**config.mk**
```make
export PLATFORM = sky130hd
export DESIGN_NAME = tpls_tray_sense
export DESIGN_NICKNAME = d
export VERILOG_FILES = /design/src/verilog/tpls_tray_sense.v /design/src/verilog/tpls_filter.v
export VERILOG_INCLUDE_DIRS = /design/src /design/src/verilog
export SDC_FILE = /design/constraint.sdc
export NUM_CORES = 1
export LEC_CHECK = 0
export ABC_AREA = 0
export BUFFER_PORTS_ARGS = -buffer_cell sky130_fd_sc_hd__buf_2
export CORE_AREA = 10 10 150 166
export CTS_CLUSTER_SIZE = 40
export DETAILED_ROUTE_END_ITERATION = 16
export DIE_AREA = 0 0 160 176
export PLACE_DENSITY = 0.73
export SKIP_LAST_GASP = 1
export SYNTH_ARGS = -nofsm -noshare
export SYNTH_HDL_FRONTEND = slang
export SYNTH_HIERARCHICAL = 1
export SYNTH_SLANG_ARGS = --single-unit
export TNS_END_PERCENT = 30
```
**constraint.sdc**
```tcl
create_clock -name clk -period 3.35 [get_ports clk]
set_input_delay 0.335 -clock clk [delete_from_list [all_inputs] [get_ports clk]]
set_output_delay 0.335 -clock clk [all_outputs]
set_load 0.05 [all_outputs]
```
**src/verilog/tpls_defines.vh**
```
// tpls_defines.vh: constants for the tray paper size and level sense block
// assumes a 100 MHz clock; included by bare name from verilog/ sources
// ==========================================
// How it works
// - each of three trays samples three width inputs and one length input and classifies the paper size from them.
// - a high sensor level means the sensor is off and a low level means it is on; here the lift sensor input is active high.
// - codes LLLH, LLHH, LLHL, LHLH, LHLL give large, A3 SEF, A4 LEF, DLT SEF and LT LEF.
// - codes LHHH, LHHL, HHLL, HHHL give B4 SEF, B5 LEF, A5 SEF and HLT SEF in both regions.
// - HLLH is A4 SEF or LT SEF and HLLL is A5 LEF or HLT LEF by region, HLHH is F SEF everywhere.
// - a size not detected automatically in the region is reported only when the operator has set it manually.
// - four height sensor inputs are watched per tray, the same for every tray.
// - level is 100% with no height sensor, 70% past sensor 4, 30% past sensor 3, 10% past sensor 2.
// - near end is flagged when the actuator is in the gap of height sensor 1.
// - a tray is empty when its reflective end sensor loses the reflected light.
// - on running out of paper the lift motor runs in reverse for 2 seconds and then stops.
// - when the lift sensor becomes active the lift motor runs forward until it deactivates; here forward is held off while the tray is empty.
`ifndef TPLS_DEFINES_VH
`define TPLS_DEFINES_VH

// size codes, {w_a, w_b, w_c, len} with 1 = high = off
`define TPLS_SIZE_NONE 5'h00
`define TPLS_SIZE_LARGE 5'h01
`define TPLS_SIZE_A3_SEF 5'h02
`define TPLS_SIZE_A4_LEF 5'h03
`define TPLS_SIZE_DLT_SEF 5'h04
`define TPLS_SIZE_LT_LEF 5'h05
`define TPLS_SIZE_B4_SEF 5'h06
`define TPLS_SIZE_B5_LEF 5'h07
`define TPLS_SIZE_A4_SEF 5'h08
`define TPLS_SIZE_LT_SEF 5'h09
`define TPLS_SIZE_A5_LEF 5'h0A
`define TPLS_SIZE_HLT_LEF 5'h0B
`define TPLS_SIZE_B5_SEF 5'h0C
`define TPLS_SIZE_F_SEF 5'h0D
`define TPLS_SIZE_A5_SEF 5'h0E
`define TPLS_SIZE_HLT_SEF 5'h0F
`define TPLS_SIZE_W 5

// level percentages reported
`define TPLS_LEVEL_FULL 7'h64
`define TPLS_LEVEL_70 7'h46
`define TPLS_LEVEL_30 7'h1E
`define TPLS_LEVEL_10 7'h0A
`define TPLS_LEVEL_W 7

// timing
`define TPLS_CLK_HZ 100000000
`define TPLS_REVERSE_MS 2000
`define TPLS_REVERSE_CYCLES (`TPLS_REVERSE_MS * (`TPLS_CLK_HZ / 1000))
`define TPLS_FILTER_SAMPLES 4

// idle levels of one tray {lift, end_light, h[3:0], len, wc, wb, wa}: lift sensor low, the rest high
`define TPLS_SENSE_IDLE 10'h1FF

// lift state codes
`define TPLS_LIFT_IDLE 2'b00
`define TPLS_LIFT_UP 2'b01
`define TPLS_LIFT_DOWN 2'b10
`define TPLS_LIFT_DONE 2'b11

`endif

```
**src/verilog/tpls_tray_sense.v**
```verilog
// tpls_tray_sense.v: size, level, near end, empty and lift control for three trays
// assumes sensor pins are raw asynchronous levels and the motor driver takes level commands
`timescale 1ns/1ns
`default_nettype none
`include "tpls_defines.vh"

module tpls_tray_sense #(
	parameter TRAYS = 3,
	parameter REVERSE_CYCLES = `TPLS_REVERSE_CYCLES,
	parameter FILTER_SAMPLES = `TPLS_FILTER_SAMPLES
) (
	input wire clk,
	input wire reset,
	input wire region_north_america,
	input wire [TRAYS-1:0] width_sense_a,
	input wire [TRAYS-1:0] width_sense_b,
	input wire [TRAYS-1:0] width_sense_c,
	input wire [TRAYS-1:0] length_sense,
	input wire [TRAYS*4-1:0] height_sense_n,
	input wire [TRAYS-1:0] paper_end_light,
	input wire [TRAYS-1:0] lift_sense_active,
	input wire [TRAYS-1:0] manual_size_valid,
	input wire [TRAYS*`TPLS_SIZE_W-1:0] manual_size,
	output reg [TRAYS*`TPLS_SIZE_W-1:0] size_code,
	output reg [TRAYS-1:0] size_valid,
	output reg [TRAYS*`TPLS_LEVEL_W-1:0] level_pct,
	output reg [TRAYS-1:0] near_end,
	output reg [TRAYS-1:0] tray_empty,
	output reg [TRAYS-1:0] lift_forward,
	output reg [TRAYS-1:0] lift_reverse
);
	localparam NBITS = TRAYS * 10;

	// ==========================================
	// size decode, returns {auto_ok, code}
	function [`TPLS_SIZE_W:0] decode_size;
		input [3:0] pattern;
		input na;
		begin
			case (pattern)
				4'b0001: decode_size = {1'b1, `TPLS_SIZE_LARGE};
				4'b0011: decode_size = {1'b1, `TPLS_SIZE_A3_SEF};
				4'b0010: decode_size = {1'b1, `TPLS_SIZE_A4_LEF};
				4'b0101: decode_size = {1'b1, `TPLS_SIZE_DLT_SEF};
				4'b0100: decode_size = {1'b1, `TPLS_SIZE_LT_LEF};
				4'b0111: decode_size = {1'b1, `TPLS_SIZE_B4_SEF};
				4'b0110: decode_size = {1'b1, `TPLS_SIZE_B5_LEF};
				4'b1100: decode_size = {1'b1, `TPLS_SIZE_A5_SEF};
				4'b1110: decode_size = {1'b1, `TPLS_SIZE_HLT_SEF};
				4'b1001: decode_size = na ? {1'b1, `TPLS_SIZE_LT_SEF} : {1'b1, `TPLS_SIZE_A4_SEF};
				4'b1000: decode_size = na ? {1'b1, `TPLS_SIZE_HLT_LEF} : {1'b1, `TPLS_SIZE_A5_LEF};
				4'b1011: decode_size = {1'b1, `TPLS_SIZE_F_SEF};
				default: decode_size = {1'b0, `TPLS_SIZE_NONE};
			endcase
		end
	endfunction

	// level from active-low height sensors {s4,s3,s2,s1}
	function [`TPLS_LEVEL_W-1:0] decode_level;
		input [3:0] on;
		begin
			if (on[1]) begin
				decode_level = `TPLS_LEVEL_10;
			end else if (on[2]) begin
				decode_level = `TPLS_LEVEL_30;
			end else if (on[3]) begin
				decode_level = `TPLS_LEVEL_70;
			end else begin
				decode_level = `TPLS_LEVEL_FULL;
			end
		end
	endfunction

	// ==========================================
	// input conditioning for all sensors of all trays
	wire [NBITS-1:0] raw_bits;
	wire [NBITS-1:0] clean_bits;
	wire [NBITS-1:0] init_bits;

	genvar t;
	generate
		for (t = 0; t < TRAYS; t = t + 1) begin : g_pack
			// per tray: {lift, end_light, h[3:0], len, wc, wb, wa}
			assign raw_bits[t*10 +: 10] = {lift_sense_active[t], paper_end_light[t], height_sense_n[t*4 +: 4],
				length_sense[t], width_sense_c[t], width_sense_b[t], width_sense_a[t]};
			assign init_bits[t*10 +: 10] = `TPLS_SENSE_IDLE; // lift sensor idles low: no forward drive after reset
		end
	endgenerate

	tpls_filter #(
		.WIDTH(NBITS),
		.SAMPLES(FILTER_SAMPLES)
	) u_filter (
		.clk(clk),
		.reset(reset),
		.raw(raw_bits),
		.init_value(init_bits),
		.clean(clean_bits)
	);

	reg na_sync_a;
	reg na_sync_b;

	// region strap is a pin too
	always @(posedge clk) begin
		if (reset) begin
			na_sync_a <= 1'b0;
			na_sync_b <= 1'b0;
		end else begin
			na_sync_a <= region_north_america;
			na_sync_b <= na_sync_a;
		end
	end

	// ==========================================
	// per-tray decode and lift control
	generate
		for (t = 0; t < TRAYS; t = t + 1) begin : g_tray
			wire [9:0] s = clean_bits[t*10 +: 10];
			wire [3:0] pattern = {s[0], s[1], s[2], s[3]};
			wire [`TPLS_SIZE_W:0] dec = decode_size(pattern, na_sync_b);
			wire [3:0] height_on = ~s[7:4];
			wire end_dark = ~s[8];
			wire lift_on = s[9];
			reg [1:0] state;
			reg [31:0] rev_count;
			reg end_seen;

			// outputs from filtered sensors
			always @(posedge clk) begin
				if (reset) begin
					size_code[t*`TPLS_SIZE_W +: `TPLS_SIZE_W] <= `TPLS_SIZE_NONE;
					size_valid[t] <= 1'b0;
					level_pct[t*`TPLS_LEVEL_W +: `TPLS_LEVEL_W] <= `TPLS_LEVEL_FULL;
					near_end[t] <= 1'b0;
					tray_empty[t] <= 1'b0;
				end else begin
					if (manual_size_valid[t]) begin
						size_code[t*`TPLS_SIZE_W +: `TPLS_SIZE_W] <= manual_size[t*`TPLS_SIZE_W +: `TPLS_SIZE_W];
						size_valid[t] <= 1'b1;
					end else begin
						size_code[t*`TPLS_SIZE_W +: `TPLS_SIZE_W] <= dec[`TPLS_SIZE_W-1:0];
						size_valid[t] <= dec[`TPLS_SIZE_W];
					end
					level_pct[t*`TPLS_LEVEL_W +: `TPLS_LEVEL_W] <= decode_level(height_on);
					near_end[t] <= height_on[0];
					tray_empty[t] <= end_dark;
				end
			end

			// lift motor: forward while lift sensor active and tray not empty, reverse 2 s on paper end
			always @(posedge clk) begin
				if (reset) begin
					state <= `TPLS_LIFT_IDLE;
					rev_count <= 32'h0000_0000;
					end_seen <= 1'b0;
					lift_forward[t] <= 1'b0;
					lift_reverse[t] <= 1'b0;
				end else begin
					end_seen <= end_dark;
					case (state)
						`TPLS_LIFT_IDLE, `TPLS_LIFT_UP: begin
							if (end_dark && !end_seen) begin
								state <= `TPLS_LIFT_DOWN;
								rev_count <= 32'h0000_0000;
								lift_forward[t] <= 1'b0;
								lift_reverse[t] <= 1'b1;
							end else if (lift_on && !end_dark) begin
								state <= `TPLS_LIFT_UP;
								lift_forward[t] <= 1'b1;
								lift_reverse[t] <= 1'b0;
							end else begin
								state <= `TPLS_LIFT_IDLE;
								lift_forward[t] <= 1'b0;
								lift_reverse[t] <= 1'b0;
							end
						end
						`TPLS_LIFT_DOWN: begin
							if (rev_count >= REVERSE_CYCLES - 1) begin
								state <= `TPLS_LIFT_DONE;
								lift_reverse[t] <= 1'b0;
							end else begin
								rev_count <= rev_count + 32'h0000_0001;
							end
						end
						`TPLS_LIFT_DONE: begin
							if (!end_dark) begin
								state <= `TPLS_LIFT_IDLE;
							end
						end
						default: begin
							state <= `TPLS_LIFT_IDLE;
						end
					endcase
				end
			end
		end
	endgenerate
endmodule // tpls_tray_sense

`default_nettype wire

```
**src/verilog/tpls_filter.v**
```verilog
// tpls_filter.v: two-flop synchroniser plus stability filter for a vector
// assumes asynchronous inputs and one clock
`timescale 1ns/1ns
`default_nettype none
`include "tpls_defines.vh"

module tpls_filter #(
	parameter WIDTH = 8,
	parameter SAMPLES = `TPLS_FILTER_SAMPLES
) (
	input wire clk,
	input wire reset,
	input wire [WIDTH-1:0] raw,
	input wire [WIDTH-1:0] init_value,
	output reg [WIDTH-1:0] clean
);
	reg [WIDTH-1:0] sync_a;
	reg [WIDTH-1:0] sync_b;
	reg [WIDTH-1:0] last;
	reg [7:0] stable_count;

	// ==========================================
	// synchronise, then accept a value held for SAMPLES+2 clocks
	always @(posedge clk) begin
		if (reset) begin
			sync_a <= init_value; // start at idle so reset brings no false change
			sync_b <= init_value;
			last <= init_value;
			stable_count <= 8'h00;
			clean <= init_value;
		end else begin
			sync_a <= raw;
			sync_b <= sync_a;
			last <= sync_b;
			if (sync_b != last) begin
				stable_count <= 8'h00;
			end else if (stable_count < SAMPLES[7:0]) begin
				stable_count <= stable_count + 8'h01;
			end else begin
				clean <= last;
			end
		end
	end
endmodule // tpls_filter

`default_nettype wire

```
==> impl_metrics.env <==
export IMPL_hold_path_class="in2reg"
export IMPL_synthAdderAreaFrac_pct=0.446
export IMPL_crit_type="reg2reg"
export IMPL_cts_hold_fix_buffers=0
export IMPL_grt_pass1_wl_um=38700
export IMPL_synth_top_cell_by_area="dfxtp_1"
export IMPL_rsz0062_at_grt="no"
export IMPL_yosys_top_cells_area="dfxtp_1, edfxtp_1, o21ai_0, inv_1, xor2_1"
export IMPL_period_minus_slack_ns=2.57
export IMPL_syn_area_um2=11200
export IMPL_skew_ns=0.0167
export IMPL_nNetsFinal=1431
export IMPL_synth_edff_count=30
export IMPL_port_buffers=98
export IMPL_ir_drop_uv=412
export IMPL_drv_slew=0
export IMPL_num_rows=57
export IMPL_drtIter0Drc=522
export IMPL_final_period_utilization_pct=76.7
export IMPL_areaGrowthSynthToFinish_pct=15.2
export IMPL_cts_resized=0
export IMPL_avgRoutedWirePerCell_um=13.7
export IMPL_timing_final_hold_violations=0
export IMPL_grt_pass1_vias=8222
export IMPL_tritoncts="done"
export IMPL_dr_pass1_iters=5
export IMPL_die_y_um=176
export IMPL_cp_slowest_cell="or4_1"
export IMPL_worst_ep_required_time_ns=3.81
export IMPL_drive_above_1_share_pct=11.6
export IMPL_cts_max_level=1
export IMPL_ios=102
export IMPL_synth_compound_area_share_pct=13.7
export IMPL_gp_congestion=0.830
export IMPL_die_w_um=160
export IMPL_crit_path_end_kind="flip-flop"
export IMPL_dr_total_vias=8681
export IMPL_synthCells=1268
export IMPL_slew_headroom_pct=29.9
export IMPL_post_dp_hpwl_um=16300
export IMPL_synth_simple_gate_area_share_pct=20.5
export IMPL_maxClockFrequency_mhz=389
export IMPL_synth_top_family_by_area="simple AND/OR/NAND/NOR gates"
export IMPL_ys_ff_latch=280
export IMPL_fin_tns_setup_ns=0
export IMPL_synth_area_mux_share_pct=0.268
export IMPL_outcome="completed"
export IMPL_start_util_pct=51.8
export IMPL_fin_hold_ws_ns=0.0246
export IMPL_worstMarginPinSlew_ns=1.04
export IMPL_clock_latency_ns=0.54
export IMPL_cp_num_buf_inv=1
export IMPL_synth_top_area_share_pct=44.6
export IMPL_power_density_nw_per_um2=571
export IMPL_cpLargestDelayFamily="simple AND/OR/NAND/NOR gates"
export IMPL_setup_viol=0
export IMPL_cts_max_path_buffers=3
export IMPL_design_area_um2=12900
export IMPL_antenna_found_initial=0
export IMPL_grt_max_degree=85
export IMPL_clk_pin_slew_ns=0.06
export IMPL_dpl_cell_area_um2=12000
export IMPL_grt_usage_pct=15.9
export IMPL_power_leakage_nw=5.36
export IMPL_routed_wl_um=23300
export IMPL_core_um2=21700
export IMPL_cts_made_buffers=28
export IMPL_synth_distinct_cells=58
export IMPL_arrival_ns=3.02
export IMPL_antenna_cells=0
export IMPL_synthXorXnorAreaFrac_pct=5.38
export IMPL_place_ws_ns=0.819
export IMPL_fillCellCount=1977
export IMPL_yosysSeqAreaShare_pct=52.6
export IMPL_ys_warn_count=6
export IMPL_critPathMaxStageDelay_ns=0.54
export IMPL_worstPathCellList="or4_1, a211o_1, a211oi_2, buf_4, o211ai_2, or4_1, a21oi_1"
export IMPL_viasPerCell=5.13
export IMPL_post_cts_setup_buffers=0
export IMPL_cp_start_kind="flip-flop"
export IMPL_finalWorstSetupSlack_ns=0.782
export IMPL_drcViolationCount=0
export IMPL_total_power_mw=7.38
export IMPL_max_cap_violations=0
export IMPL_yosysMostFrequentCell="dfxtp_1"
export IMPL_cp_max_fo=14
export IMPL_critPathMostFrequentCell="or4_1"
export IMPL_synth_commonest_cells="dfxtp_1, o21ai_0, inv_1"
export IMPL_syn_avg_cell_area_um2=8.85
export IMPL_ant_nets=0
export IMPL_cts_root_buf="clkbuf_16"
export IMPL_die_area_um2=28200
export IMPL_async_reset_ff_share_pct=0
export IMPL_grt_overflow_total=0
export IMPL_ys_flop_type="dfxtp_1"
export IMPL_cts_sinks=280
[cell type report]
type / count / area, µm² / area share, %
repair buffers: 106 / 569 / 4.40
clock inverters: 8 / 104 / 0.803
multi-input cells: 819 / 4660 / 36.0
well taps: 295 / 369 / 2.85
flip-flops and latches: 280 / 5910 / 45.7
clock buffers: 43 / 797 / 6.16
inverters: 141 / 529 / 4.09
[cells in the final DEF, fill, tap and decap left out, types with 5 or more instances in the layout]
master     synthesis  routed
clkbuf_1          43      11
o21ai_0          159     159
a21oi_1           75      75
nor2b_1           13      13
clkbuf_16          0      28
nor3_1            24      24
nand4_1           33      33
buf_2              3      97
or4_1             10      10
nor3b_1            6       6
conb_1             2      33
and3_1             9       9
or3_1             32      32
nor4_1            14      14
nand2_1           93      93
dfxtp_1          250     250
o21a_1             5       5
nor2_1            92      92
o211ai_1          10      10
xnor2_1            9       9
buf_4              7       7
nand2b_1           7       7
nand3b_1           9       9
nand3_1           35      35
o31ai_1            6       6
edfxtp_1          30      30
and4_1             9       9
and2_1            22      22
inv_1            141     141
xor2_1            60      60
[registers in the layout, summed over array words and instances (netlist names)]
name                   count
na_sync_b                  1
na_sync_a                  1
level_pct                 18
size_valid                 3
u_filter/last             30
u_filter/clean            30
u_filter/sync_a           30
u_filter/sync_b           30
lift_forward               3
g_tray.end_seen            3
lift_reverse               3
g_tray.state               6
g_tray.rev_count          96
u_filter/stable_count      8
near_end                   3
size_code                 15
[worst reg2reg max path: cells and delay by family, from the launching register on]
kind	cells	cell delay, ns
flip-flops	1	0.36
AO/OA/AOI/OAI	4	0.88
buffers and inverters	1	0.20
AND/OR/NAND/NOR	2	1.03
[metrics by stage]
stage / std cells / utilization, %
2_1_floorplan: 1299 / -
3_5_place_dp: 1641 / 55.5
3_3_place_gp: 1641 / 55.5
4_1_cts: 1692 / 59.6
5_1_grt: 1692 / 59.6
6_report: 1692 / 59.6
[path summary, 6_finish.rpt]
kind                               start                      end  slack, ns  depth (start not counted)
hold / removal          width_sense_b[1]      u_filter/sync_a[11]       0.02                          3
hold reg to reg        u_filter/clean[4]              near_end[0]       0.40                          1
setup / recovery  g_tray[0].rev_count[9]  g_tray[0].rev_count[25]       0.78                          7
setup reg to reg  g_tray[0].rev_count[9]  g_tray[0].rev_count[25]       0.78                          7
[logic make-up (layout without fill, tap and decap cells)]
kind of cell	after synthesis	count (layout)
adders and majority gates	4	4
and+or+nand+nor	430	430
buffers and inverters	200	298
muxes	3	3
xor gates and xnor gates	69	69
AOI/OAI and AO/OA	280	280
other	2	33
DFF	280	280
[report_power, final]
group          leakage [nW]  internal, mW  switching [mW]
combinational          2.56         0.194           0.469
clock                 0.440          1.79            1.25
sequential             2.36          3.57           0.105
[per-layer routing]
metal	vias up	GRT usage (%)	wire, µm
met1	4011	19.7	10400
met3	26	2.61	1020
li1	4487	-	-
met4	0	3.94	329
met5	-	0	0
met2	157	28.2	11500
No activity file was read; power rests on OpenSTA's default activity.
